File: src/verilog/lbt_pkg.sv
// lbt_pkg: constants and carrier types for the local bus start/code block
`default_nettype none
package lbt_pkg;
  // clock
  localparam int CLK_PERIOD_NS = 25;
  // slave select window, in clock cycles after the start edge
  localparam int SEL_WAIT_CYC = 3;
  localparam logic [1:0] SEL_CNT_LAST = 2'(SEL_WAIT_CYC);
  // field widths
  localparam int ADDR_W = 32;
  localparam int CODE_W = 4;
  localparam int SIZE_W = 2;
  // byte count codes
  localparam logic [1:0] SIZE_FOUR  = 2'h0;
  localparam logic [1:0] SIZE_ONE   = 2'h1;
  localparam logic [1:0] SIZE_TWO   = 2'h2;
  localparam logic [1:0] SIZE_THREE = 2'h3;
  // transaction code that marks an independent dma cycle
  localparam logic [3:0] CODE_DMA = 4'hF;
  // direction levels
  localparam logic DIR_READ  = 1'b1;
  localparam logic DIR_WRITE = 1'b0;
  // pin levels
  localparam logic TS_ASSERTED = 1'b0;
  localparam logic TS_NEGATED  = 1'b1;
  localparam logic OE_DRIVE    = 1'b0;
  localparam logic OE_FLOAT    = 1'b1;
  // reset values
  localparam logic [31:0] ADDR_RST = 32'h0000_0000;
  localparam logic [3:0]  CODE_RST = 4'h0;

  // strobe-qualified bus fields
  typedef struct packed {
    logic [ADDR_W-1:0] addr;
    logic [CODE_W-1:0] code;
    logic [SIZE_W-1:0] size;
    logic              rd;
  } lbt_fields_t;

  // decoded slave access
  typedef struct packed {
    lbt_fields_t fields;
    logic [2:0]  byteCount;
    logic        isDma;
    logic        toRegs;
  } lbt_slave_t;

  localparam lbt_fields_t FIELDS_RST =
    '{addr: ADDR_RST, code: CODE_RST, size: SIZE_FOUR, rd: DIR_WRITE};

  // byte count from size code; three bytes only meaningful as slave
  function automatic logic [2:0] lbt_byte_count(input logic [1:0] sz);
    logic [2:0] n;
    n = 3'h4;
    case (sz)
      SIZE_ONE:   n = 3'h1;
      SIZE_TWO:   n = 3'h2;
      SIZE_THREE: n = 3'h3;
      default:    n = 3'h4;
    endcase
    return n;
  endfunction
endpackage : lbt_pkg
`default_nettype wire

File: src/verilog/lbt_bridge_top.sv
// lbt_bridge_top: local bus transfer start, transaction code and size pins
`timescale 1ns/1ps
`default_nettype none
module lbt_bridge_top
  import lbt_pkg::*;
(
  // clock and reset
  input  wire logic        ref_clk,
  input  wire logic        rst,
  // master request from the target image
  input  wire logic        mstReq,
  input  wire lbt_fields_t mstFields,
  output logic             mstReady,
  output logic             mstSizeErr,
  input  wire logic        busOwner,
  input  wire logic        mstEnd,
  output logic             mstBusy,
  // slave side results
  output logic             slvValid,
  output lbt_slave_t       slvInfo,
  output logic             slvMiss,
  // selects and dma acknowledge
  input  wire logic        pciImageSelectN,
  input  wire logic        registerSelectN,
  input  wire logic        dmaAcknowledgeN,
  // transfer start pin
  input  wire logic        transferStartNIn,
  output logic             transferStartNOut,
  output logic             transferStartNOeN,
  // address, code, size and direction pins
  input  wire lbt_fields_t busFieldsIn,
  output lbt_fields_t      busFieldsOut,
  output logic             busFieldsOeN
);
  typedef enum logic [1:0] {M_IDLE, M_START, M_HOLD} lbt_mst_state_t;

  lbt_mst_state_t state_q;
  lbt_mst_state_t state_d;
  lbt_fields_t    drive_q;
  logic           tsOut_q;
  logic           tsOeN_q;
  logic           fldOeN_q;
  logic           sizeErr_q;
  lbt_fields_t    capt_q;
  logic           isDma_q;
  logic           slvStart_q;

  // master side decode
  wire sizeReserved = (mstFields.size == SIZE_THREE);
  wire idle         = (state_q == M_IDLE);
  wire accept       = mstReq && busOwner && idle && !sizeReserved;
  wire refuse       = mstReq && busOwner && idle && sizeReserved;
  wire driving      = !tsOeN_q;

  // slave side decode
  wire slvSeen  = !driving && (transferStartNIn == TS_ASSERTED);
  wire dmaCycle = (busFieldsIn.code == CODE_DMA) && !dmaAcknowledgeN;

  always_comb begin
    state_d = state_q;
    case (state_q)
      M_IDLE:  if (accept) state_d = M_START;
      M_START: state_d = M_HOLD;
      M_HOLD:  if (mstEnd) state_d = M_IDLE;
      default: state_d = M_IDLE;
    endcase
  end

  // master pin drivers, all launched from rising edges
  always_ff @(posedge ref_clk) begin
    if (rst) begin
      state_q   <= M_IDLE;
      drive_q   <= FIELDS_RST;
      tsOut_q   <= TS_NEGATED;
      tsOeN_q   <= OE_FLOAT;
      fldOeN_q  <= OE_FLOAT;
      sizeErr_q <= 1'b0;
    end else begin
      state_q   <= state_d;
      sizeErr_q <= refuse;
      if (accept) begin
        drive_q <= mstFields;
      end
      // strobe low for one cycle after the launch edge
      tsOut_q  <= (state_d == M_START) ? TS_ASSERTED : TS_NEGATED;
      tsOeN_q  <= (state_d == M_IDLE) ? OE_FLOAT : OE_DRIVE;
      fldOeN_q <= (state_d == M_IDLE) ? OE_FLOAT : OE_DRIVE;
    end
  end

  // slave capture on the edge that sees the strobe low
  always_ff @(posedge ref_clk) begin
    if (rst) begin
      capt_q     <= FIELDS_RST;
      isDma_q    <= 1'b0;
      slvStart_q <= 1'b0;
    end else begin
      slvStart_q <= slvSeen;
      if (slvSeen) begin
        capt_q  <= busFieldsIn;
        isDma_q <= dmaCycle;
      end
    end
  end

  logic hitRegs;

  lbt_slave_select u_sel (
    .ref_clk         (ref_clk),
    .rst             (rst),
    .start           (slvStart_q),
    .pciImageSelectN (pciImageSelectN),
    .registerSelectN (registerSelectN),
    .hit             (slvValid),
    .hitRegs         (hitRegs),
    .miss            (slvMiss)
  );

  assign mstReady          = busOwner && idle && !sizeReserved;
  assign mstSizeErr        = sizeErr_q;
  assign mstBusy           = !idle;
  assign transferStartNOut = tsOut_q;
  assign transferStartNOeN = tsOeN_q;
  assign busFieldsOut      = drive_q;
  assign busFieldsOeN      = fldOeN_q;
  assign slvInfo = '{
    fields:    capt_q,
    byteCount: lbt_byte_count(capt_q.size),
    isDma:     isDma_q,
    toRegs:    hitRegs
  };
endmodule : lbt_bridge_top
`default_nettype wire

File: src/verilog/lbt_slave_select.sv
// lbt_slave_select: waits for a chip select after a slave start
`timescale 1ns/1ps
`default_nettype none
module lbt_slave_select
  import lbt_pkg::*;
(
  // clock and reset
  input  wire logic ref_clk,
  input  wire logic rst,
  // start of a slave cycle
  input  wire logic start,
  // selects from the image decode
  input  wire logic pciImageSelectN,
  input  wire logic registerSelectN,
  // result
  output logic      hit,
  output logic      hitRegs,
  output logic      miss
);
  logic       active_q;
  logic       active_d;
  logic [1:0] cnt_q;
  logic [1:0] cnt_d;
  logic       hit_q;
  logic       hitRegs_q;
  logic       miss_q;

  wire anySel  = !pciImageSelectN || !registerSelectN;
  wire looking = start || active_q;
  wire seen    = looking && anySel;
  wire lastCyc = active_q && (cnt_q == SEL_CNT_LAST);
  wire expire  = !start && lastCyc && !anySel;

  // window of up to three cycles after the start edge
  assign active_d = start ? !anySel : (active_q && !anySel && !lastCyc);
  assign cnt_d    = start ? 2'h1 : (active_q ? cnt_q + 2'h1 : 2'h0);

  always_ff @(posedge ref_clk) begin
    if (rst) begin
      active_q  <= 1'b0;
      cnt_q     <= 2'h0;
      hit_q     <= 1'b0;
      hitRegs_q <= 1'b0;
      miss_q    <= 1'b0;
    end else begin
      active_q  <= active_d;
      cnt_q     <= cnt_d;
      hit_q     <= seen;
      hitRegs_q <= seen && !registerSelectN;
      miss_q    <= expire;
    end
  end

  assign hit     = hit_q;
  assign hitRegs = hitRegs_q;
  assign miss    = miss_q;
endmodule : lbt_slave_select
`default_nettype wire

File: config.mk
export PLATFORM = sky130hd
export DESIGN_NAME = lbt_bridge_top
export DESIGN_NICKNAME = d
export VERILOG_FILES = /design/src/verilog/lbt_pkg.sv /design/src/verilog/lbt_bridge_top.sv /design/src/verilog/lbt_slave_select.sv
export SDC_FILE = /design/constraint.sdc
export NUM_CORES = 1
export LEC_CHECK = 0
export BUFFER_PORTS_ARGS = -buffer_cell sky130_fd_sc_hd__buf_2
export CORE_ASPECT_RATIO = 1.1
export CORE_UTILIZATION = 49
export DETAILED_ROUTE_END_ITERATION = 10
export PLACE_DENSITY_LB_ADDON = 0.2
export SYNTH_ARGS = -nofsm -noshare
export SYNTH_HDL_FRONTEND = slang
export SYNTH_SLANG_ARGS = --single-unit
File: constraint.sdc
create_clock -name ref_clk -period 3.5 [get_ports ref_clk]
set_input_delay 0.175 -clock ref_clk [delete_from_list [all_inputs] [get_ports ref_clk]]
set_output_delay 0.175 -clock ref_clk [all_outputs]
set_load 0.1 [all_outputs]
==> results of run 1 <==
==> state kept, by name (all words and copies together) (netlist names) <==
signal and count:
u_sel.hit 1, u_sel.active_q 1, transferStartNOut 1, slvInfo 39
u_sel.hitRegs 1, u_sel.cnt_q 2, isDma_q 1, state_q 2
busFieldsOut 39, u_sel.miss 1, mstSizeErr 1, busFieldsOeN 1
slvStart_q 1
==> report_power, final <==
group	total, mW	internal, mW	switching [mW]
Combinational	0.667	0.137	0.530
Sequential	1.12	1.09	0.0267
Clock	0.712	0.335	0.377
Total	2.49	1.56	0.933
==> logic make-up (layout without fill, tap and decap cells) <==
group                    after synthesis  after routing
AND/OR/NAND/NOR                      180            180
flip-flops                            91             91
multiplexers                          39             39
buffers and inverters                 35            204
AO/OA/AOI/OAI                         46             46
adder cells (fa/ha/maj)                1              1
==> stage by stage <==
stage | utilization | hold slack, ps | total power, mW
after floorplan | - | 247.4 | 1.680
after global placement | 0.6330 | 365.0 | 1.799
after detailed placement | 0.6330 | 368.6 | 1.807
after CTS | 0.6627 | 5.032 | 2.519
after global routing | 0.6641 | 31.96 | 2.603
final | 0.6641 | 48.44 | 2.495
==> Yosys cell counts, drive strengths merged <==
master	count
nor3b	3
o21bai	1
nor4	1
nand2	81
mux2i	39
dfxtp	91
nor2b	1
nand4	1
ha	1
nand2b	82
or3	1
inv	4
clkbuf	22
nor3	2
a21oi	45
or3b	2
nor2	5
buf	9
or2	1
==> cell type report <==
cell class	instances	area, sq um
repair buffers	184	943.4
clock inverters	7	73.82
clock buffers	9	123.9
well taps	85	106.4
flip-flops and latches	91	1822
multi-input cells	266	1569
fillers	611	2354
inverters	4	15.01
==> per-layer routing <==
metal | wire length, microns | share of wire | up-vias
met5 | 0 | 0 | -
met4 | 124 | 0.016 | 0
met3 | 548 | 0.071 | 10
met2 | 3598 | 0.47 | 119
met1 | 3404 | 0.44 | 1371
li1 | - | - | 1578
==> how the worst min path moves through the flow <==
| stage | slack [ps] | cells past startpoint | to | start |
|---|---|---|---|---|
| finish | 50 | 3 | slvInfo[22]$_SDFFE_PP0P_ | busFieldsIn[17] |
| global route | 30 | 3 | slvInfo[5]$_SDFFE_PP0P_ | busFieldsIn[0] |
| CTS | 5 | 2 | u_sel.hit$_SDFF_PP0_ | pciImageSelectN |
| detailed placement | 370 | 2 | u_sel.hitRegs$_SDFF_PP0_ | registerSelectN |
| global placement | 360 | 2 | u_sel.hitRegs$_SDFF_PP0_ | registerSelectN |
| floorplan | 250 | 1 | u_sel.hitRegs$_SDFF_PP0_ | registerSelectN |
==> critical path, cell delays in order (launching register included) <==
cell,delay [ps]
dfxtp_1,340
or3b_4,430
a21oi_1,130
buf_2,440
==> results.ini, run 1 <==
[run_status]
status = completed

[drt]
routedWlPerCell_microns = 11.88
ant_nets = 0
routed_wl_mm = 7.676
num_vias = 3078
vias_per_cell = 4.765
drt_iter0_drc = 103
dr.pass1.iters = 6
drc = 0

[clocking]
cts_hold_buf = 1
cts_tree = built
ctsResizeCount = 0
root_buffer = clkbuf_8
cts_made_buffers = 9
cts_sinks = 91
cts-root-to-sink-buffers = 2
clk_latency_ps = 350
post_cts_buffers = 0
clkTransAtPathRegs_ps = 90
htreeDepth = 3

[sta]
finalSetupViolations = 0
finalWorstSetupSlack_ps = 1627
slew_violations = 0
rsz0062_at_grt = false
hold_viol = 0
period_needed_ps = 1873
worst_slew_pin_slew_ps = 839.5
max-slew-margin-rel = 0.4403
finalClockSkew_ps = 8.169
fmax_mhz = 533.9
fin_tns_setup_ps = 0
finalCritPeriodShare = 0.5352

[setup_path]
rr_endpoint = busFieldsOut[35]$_SDFFE_PP0P_
r2r_slack_ps = 1800
crit_fanout = 4
startpoint = state_q[1]$_SDFF_PP0_
crit_arrival_ps = 1700
crit_type = flop to output pin
cp.required_ps = 3320
cp-end-kind = output pin
ff2ff_path_depth = 4
worstSetupEndpoint = mstReady
rr_startpoint = state_q[1]$_SDFF_PP0_
crit_path_start_kind = flop

[finish]
fin_cells = 646
final_cell_mix = buf_2 (177), dfxtp_1 (91), nand2b_1 (82)
nets = 644
diodes = 0
design_area_sq_um = 4653
drive_above_1_share = 0.3619
final_common_cell = buf_2
areaGrowthSynthToFinish_pct = 31.51

[floorplan]
die_w_microns = 83.03
fp.coreArea_sq_um = 7007
rows = 32
ios = 178
initial_core_util = 0.5050
dieArea_sq_um = 7566
die_y_microns = 91.13

[placed_design]
place_area_sq_um = 4436
dp_cells = 628
dp_hpwl_mm = 5.443
place.gp.congestion = 0.7770
pre_cts_slack_ps = 1703
port_buffers = 177

[global_routing]
use_met3 = 0.05455
grt_pass1_vias = 2791
grt_overflow = 0
grt_max_degree = 68
busiest_layer = met2
met2_usage = 0.3518
gr-usage-met1 = 0.2378
antenna_found_initial = 0
grt_first_pass_wirelength_mm = 12.54
grt_usage = 0.2040

[synth]
ys_ff_latch = 91
yosys.area_share.simple = 0.2613
seq_area_frac_synth = 0.5149
synthXorXnorAreaFrac = 0
syn_area_sq_um = 3538
yosys_warnings = 0
synth-adder-area-share = 0.003536
synth_nets = 480
synth-compound-area-share = 0.06577
postSynthCellCount = 392
synth_top_area_share = 0.5149
synthMuxAreaShare = 0.1103
synth_top_family_by_area = simple AND/OR/NAND/NOR gates
synth_area_leaders = dfxtp_1 (51%), nand2b_1 (14%), mux2i_1 (11%), nand2_1 (8.6%), a21oi_1 (6.4%)
syn_avg_cell_area_sq_um = 9.027
synth_cell_type_count = 24
synth_top_area_cell = dfxtp_1

[worst_hold_path]
hp-class = input pin to flop

[run]
max_cap_violations = 0

[pwr]
ir_worst_vdd_mv = 0.3164
powerDensity_nw_per_um2 = 536.1
leakage_nw = 2.200

(Power assumes the default switching activity.)
==> inputs of run 2 (changes only) <==
CORE_UTILIZATION = 45   (was 49)
clock period = 1.73 ns   (was 3.5 ns; I/O delays follow)
==> run 2 against run 1 <==
  * Core utilization increased by 6.4 points
  * Sequential power rose by 100%
  * Routed wire length grew 25%
  * Flip-flop and latch count did not move
  * Global-route usage is 2.8 points higher
  * Sequential share of layout area is 5.8 points lower
  * Critical endpoint is now busFieldsOut[32]$_SDFFE_PP0P_
  * Critical path depth rose by 1
==> results.ini, run 2 (synthesized netlist as in run 1, its figures left out) <==
[sta]
finalCritPeriodShare = 0.9411
finalSetupViolations = 0  ; unchanged
rsz0062_at_grt = false  ; unchanged
fin_tns_setup_ps = 0  ; unchanged
period_needed_ps = 1628
slew_violations = 0  ; unchanged
finalClockSkew_ps = 10.89  ; was 8.169 ps
worst_slew_pin_slew_ps = 518.3  ; was 839.5 ps
hold_viol = 0  ; unchanged
max-slew-margin-rel = 0.6568  ; was 0.4403
fmax_mhz = 614.2

[clocking]
cts-root-to-sink-buffers = 2  ; unchanged
cts_made_buffers = 9  ; unchanged
clk_latency_ps = 350  ; about the same
clkTransAtPathRegs_ps = 90  ; about the same
cts_tree = built  ; unchanged
htreeDepth = 3  ; unchanged
cts_sinks = 91  ; unchanged
root_buffer = clkbuf_8  ; unchanged

[pwr]
powerDensity_nw_per_um2 = 953.1  ; was 536.1 nW/um^2
ir_worst_vdd_mv = 0.4884  ; was 0.3164 mV
leakage_nw = 2.523  ; was 2.200 nW

[floorplan]
initial_core_util = 0.4709  ; was 0.5050
die_y_microns = 95  ; was 91.13 microns
ios = 178  ; unchanged
rows = 33  ; was 32
dieArea_sq_um = 8222  ; was 7566 sq um
fp.coreArea_sq_um = 7515  ; was 7007 sq um
die_w_microns = 86.55  ; was 83.03 microns

[drt]
routedWlPerCell_microns = 12.88  ; was 11.88 microns
routed_wl_mm = 9.560  ; was 7.676 mm
num_vias = 3446  ; was 3,078
ant_nets = 0  ; unchanged
vias_per_cell = 4.644  ; was 4.765
dr.pass1.iters = 4  ; was 6
drt_iter0_drc = 49  ; was 103
drc = 0  ; unchanged

[finish]
drive_above_1_share = 0.3281  ; was 0.3619
fin_util = 0.7278  ; was 0.6641
nets = 720  ; was 644
areaGrowthSynthToFinish_pct = 54.56  ; was 31.51%
design_area_sq_um = 5469  ; was 4653 sq um
diodes = 0  ; unchanged
fin_cells = 742  ; was 646
final_common_cell = buf_2  ; unchanged
final_cell_mix = buf_2 (176), dfxtp_1 (90), nand2b_1 (82)  ; was buf_2 (177), dfxtp_1 (91), nand2b_1 (82)
nFillCells = 586  ; was 611

[setup_path]
r2r_slack_ps = 100  ; was 1800 ps
crit_type = flop to flop  ; was flop to output pin
crit_path_start_kind = flop  ; unchanged
cp.required_ps = 2000  ; was 3320 ps
crit_arrival_ps = 1890  ; was 1700 ps
crit_fanout = 39  ; was 4
cp-end-kind = flop  ; was output pin

[global_routing]
antenna_found_initial = 0  ; unchanged
grt_first_pass_wirelength_mm = 14.99  ; was 12.54 mm
grt_usage = 0.2324  ; was 0.2040
grt_max_degree = 74  ; was 68
grt_overflow = 0  ; unchanged
grt_pass1_vias = 3393  ; was 2,791

[placed_design]
dp_hpwl_mm = 5.801  ; was 5.443 mm
dp_cells = 651  ; was 628
port_buffers = 177  ; unchanged
place.gp.congestion = 0.7763  ; was 0.7770
place_area_sq_um = 4516  ; was 4436 sq um

[run]
max_cap_violations = 0  ; unchanged

[run_status]
status = completed  ; unchanged

[worst_hold_path]
hp-class = input pin to flop  ; unchanged

-- run 2: stage by stage --
| step | hold WS [ps] | setup slack, ps | total power [mW] |
|---|---|---|---|
| global placement | 276.9 | 187.7 | 3.660 |
| finish | 18.90 | 101.8 | 5.213 |
| floorplan | 158.9 | 5.379 | 3.402 |
| detailed placement | 282.3 | 99.05 | 3.677 |
| global route | 11.81 | 10.26 | 5.412 |
| CTS | 0.1112 | 77.36 | 5.248 |
-- run 2: critical path, cell delays in order, from the launching register on --
cell and delay, ps:
dfxtp_1 330, or3b_4 430, nor3b_4 220, buf_12 300
mux2i_1 240
-- run 2: power breakdown --
part	total (mW)	internal (mW)	switching [mW]
Combinational	1.51	0.399	1.11
Clock	1.44	0.678	0.764
Sequential	2.26	2.20	0.0571
-- run 2: what timing repair did --
action,in CTS,in global routing
gates resized for setup,1,0
endpoints found under the hold margin,76,0
endpoints found under the setup margin,1,0
hold buffers,75,0
setup buffers,0,0
-- run 2: path summary, 6_finish.rpt --
kind / start / end / depth (start not counted)
worst max-delay path: state_q[1]$_SDFF_PP0_ / busFieldsOut[32]$_SDFFE_PP0P_ / 4
worst min-delay path: dmaAcknowledgeN / isDma_q$_SDFFE_PP0P_ / 3
worst max register to register: state_q[1]$_SDFF_PP0_ / busFieldsOut[32]$_SDFFE_PP0P_ / 4
worst min register to register: slvInfo[14]$_SDFFE_PP0P_ / slvInfo[14]$_SDFFE_PP0P_ / 2
-- run 2: cell type report --
cell class                      count  area, sq um  share of cell area
Tap cell                          105        131.4             0.02402
Timing Repair Buffer              260         1724              0.3153
Clock buffer                        9        123.9             0.02265
Inverter                            4        15.01            0.002745
Clock inverter                      7        76.32             0.01396
Sequential cell                    91         1823              0.3333
Multi-Input combinational cell    266         1575              0.2880
-- run 2: routing by layer --
layer | vias up | track usage | part of all wire | wire [microns]
met3 | 12 | 0.07780 | 0.078 | 750
met2 | 129 | 0.4312 | 0.51 | 4903
li1 | 1736 | - | - | -
met4 | 0 | 0.07778 | 0.012 | 118
met5 | - | 0 | 0 | 0
met1 | 1569 | 0.2452 | 0.40 | 3787
==> inputs of run 3 (changes only) <==
CORE_ASPECT_RATIO = unset   (was 1.1)
RECOVER_POWER = 100   (was unset)
==> run 3 against run 2 <==
  * Critical path depth is 1 lower
  * Power is 1.8% lower
  * Hold slack worse by 9.4 ps
  * First-iteration DRC count is 120% higher
  * Register-to-register slack better by 30 ps
  * Routed wire length is 4.9% lower
  * Count of clock-buffer cells in the layout is 1 higher
  * Highest routed layer unchanged
  * Critical endpoint is now mstReady
  * Combinational power hardly changed
==> results.ini, run 3 (synthesized netlist as in run 1, its figures left out) <==
[run_status]
status = completed  ; unchanged

[setup_path]
cp_cell_sequence = or3b_4, a21oi_2, clkbuf_4  ; was or3b_4, nor3b_4, buf_12, mux2i_1
crit_arrival_ps = 1560  ; was 1890 ps
critPathMaxStageDelay_ps = 430  ; about the same
cp.required_ps = 1640  ; was 2000 ps
cp_top_family = simple AND/OR/NAND/NOR gates  ; unchanged
ff2ff_path_depth = 4  ; unchanged
crit_path_start_kind = flop  ; unchanged
crit_buf_inv = 1  ; unchanged
crit_type = flop to output pin  ; was flop to flop
cp-end-kind = output pin  ; was flop
cp.depth = 3  ; was 4
crit_fanout = 4  ; was 39
crit_slowest_cell = or3b_4  ; unchanged

[clocking]
clkTransAtPathRegs_ps = 80  ; was 90 ps
cts_tree = built  ; unchanged
cts_made_buffers = 9  ; unchanged
cts_sinks = 91  ; unchanged
root_buffer = clkbuf_8  ; unchanged
cts-root-to-sink-buffers = 2  ; unchanged
htreeDepth = 3  ; unchanged
clk_latency_ps = 340  ; was 350 ps

[floorplan]
die_w_microns = 90.68  ; was 86.55 microns
die_y_microns = 90.68  ; was 95 microns
rows = 31  ; was 33
dieArea_sq_um = 8222  ; about the same
fp.coreArea_sq_um = 7408  ; was 7515 sq um
ios = 178  ; unchanged
initial_core_util = 0.4776  ; was 0.4709

[worst_hold_path]
min_path_cells = 3  ; unchanged
hp-class = input pin to flop  ; unchanged

[sta]
period_needed_ps = 1645  ; was 1628 ps
max-slew-margin-rel = 0.2811  ; was 0.6568
finalCritPeriodShare = 0.9511  ; was 0.9411
slew_violations = 0  ; unchanged
rsz0062_at_grt = false  ; unchanged
finalClockSkew_ps = 7.304  ; was 10.89 ps
fmax_mhz = 607.7  ; was 614.2 MHz
fin_tns_setup_ps = 0  ; unchanged
hold_viol = 0  ; unchanged
finalSetupViolations = 0  ; unchanged
worst_slew_pin_slew_ps = 1078  ; was 518.3 ps
finalWorstSetupSlack_ps = 84.52  ; was 101.8 ps

[drt]
routedLengthMet1_mm = 3.713  ; was 3.787 mm
highest_layer = met4  ; unchanged
drt_iter0_drc = 107  ; was 49
ant_nets = 0  ; unchanged
dr.pass1.iters = 4  ; unchanged
routedWlPerCell_microns = 12.39  ; was 12.88 microns
wl_met2_mm = 4.609  ; was 4.903 mm
vias_per_cell = 4.636  ; was 4.644
drc = 0  ; unchanged
routed_wl_mm = 9.096  ; was 9.560 mm
dr_wl_met3_microns = 534  ; was 750 microns
num_vias = 3403  ; was 3,446

[global_routing]
grt_first_pass_wirelength_mm = 15.06  ; was 14.99 mm
antenna_found_initial = 0  ; unchanged
grt_usage = 0.2248  ; was 0.2324
grt_max_degree = 57  ; was 74
grt_overflow = 0  ; unchanged
grt_pass1_vias = 3411  ; was 3,393

[pwr]
ir_worst_vdd_mv = 0.4937  ; was 0.4884 mV
powerDensity_nw_per_um2 = 941.3  ; was 953.1 nW/um^2
leakage_nw = 2.454  ; was 2.523 nW

[finish]
areaGrowthSynthToFinish_pct = 53.68  ; was 54.56%
diodes = 0  ; unchanged
fin_util = 0.7340  ; was 0.7278
drive_above_1_share = 0.3260  ; was 0.3281
final_common_cell = clkbuf_2  ; was buf_2
nets = 719  ; was 720
final_cell_mix = clkbuf_2 (92), dfxtp_1 (90), buf_2 (85)  ; was buf_2 (176), dfxtp_1 (90), nand2b_1 (82)

[placed_design]
place.gp.congestion = 0.7396  ; was 0.7763
port_buffers = 177  ; unchanged
pre_cts_slack_ps = 170.8  ; was 99.05 ps
dp_hpwl_mm = 5.872  ; was 5.801 mm

[run]
max_cap_violations = 0  ; unchanged

run 3: changes by cell type in the layout (fill, tap and decap cells not counted):
cell / change
inv_6: -2
buf_2: -91
clkinv_4: -1
clkbuf_4: +2
clkbuf_2: +92
clkinv_2: +1
clkbuf_1: +2
buf_12: +1
buf_4: -4
dlygate4sd3_1: -2
run 3: through the flow:
step | power (mW) | std cells | area [sq um] | hold WS, ps
finish | 5.118 | 734 | 5438 | 9.492
global route | 5.317 | 734 | 5438 | 12.67
CTS | 5.169 | 734 | 5444 | 1.500
detailed placement | 3.683 | 646 | 4528 | 278.9
global placement | 3.665 | 646 | 4528 | 276.7
floorplan | 3.402 | 392 | 3548 | 158.9
run 3: power breakdown:
part           switching, mW  internal, mW  leakage (nW)
combinational           1.11         0.394          1.62
sequential            0.0613          2.20         0.744
clock                  0.698         0.656        0.0881
run 3: final cells by class:
| type | instances | area (sq um) |
|---|---|---|
| Clock buffer | 10 | 127.6 |
| Clock inverter | 5 | 55.05 |
| Fill cell | 555 | 1971 |
| Inverter | 4 | 15.01 |
| Multi-Input combinational cell | 266 | 1575 |
| Sequential cell | 91 | 1823 |
| Tap cell | 99 | 123.9 |
| Timing Repair Buffer | 259 | 1718 |
run 3: worst paths after layout:
kind	slack (ps)	to	from
max	80	mstReady	state_q[1]$_SDFF_PP0_
min reg2reg	460	isDma_q$_SDFFE_PP0P_	isDma_q$_SDFFE_PP0P_
min	9	busFieldsOut[8]$_SDFFE_PP0P_	mstFields[8]
max reg2reg	130	busFieldsOut[25]$_SDFFE_PP0P_	state_q[1]$_SDFF_PP0_
run 3: layer usage:
metal  GRT usage  up-vias
li1            -     1731
met1      0.2489     1525
met2      0.4091      122
met3     0.04882       25
met4     0.09946        0
met5           0        -
run 3: worst min-delay path: stages:
cell      delay (ps)
buf_2            100
nand2b_1          60
mux2i_1           60
run 3: what timing repair did:
item | CTS | global route
hold endpoints to repair | 73 | 0
hold buffers | 73 | 0
setup endpoints to repair | 1 | 0
buffers inserted | 0 | 0
resized for setup | 1 | 0
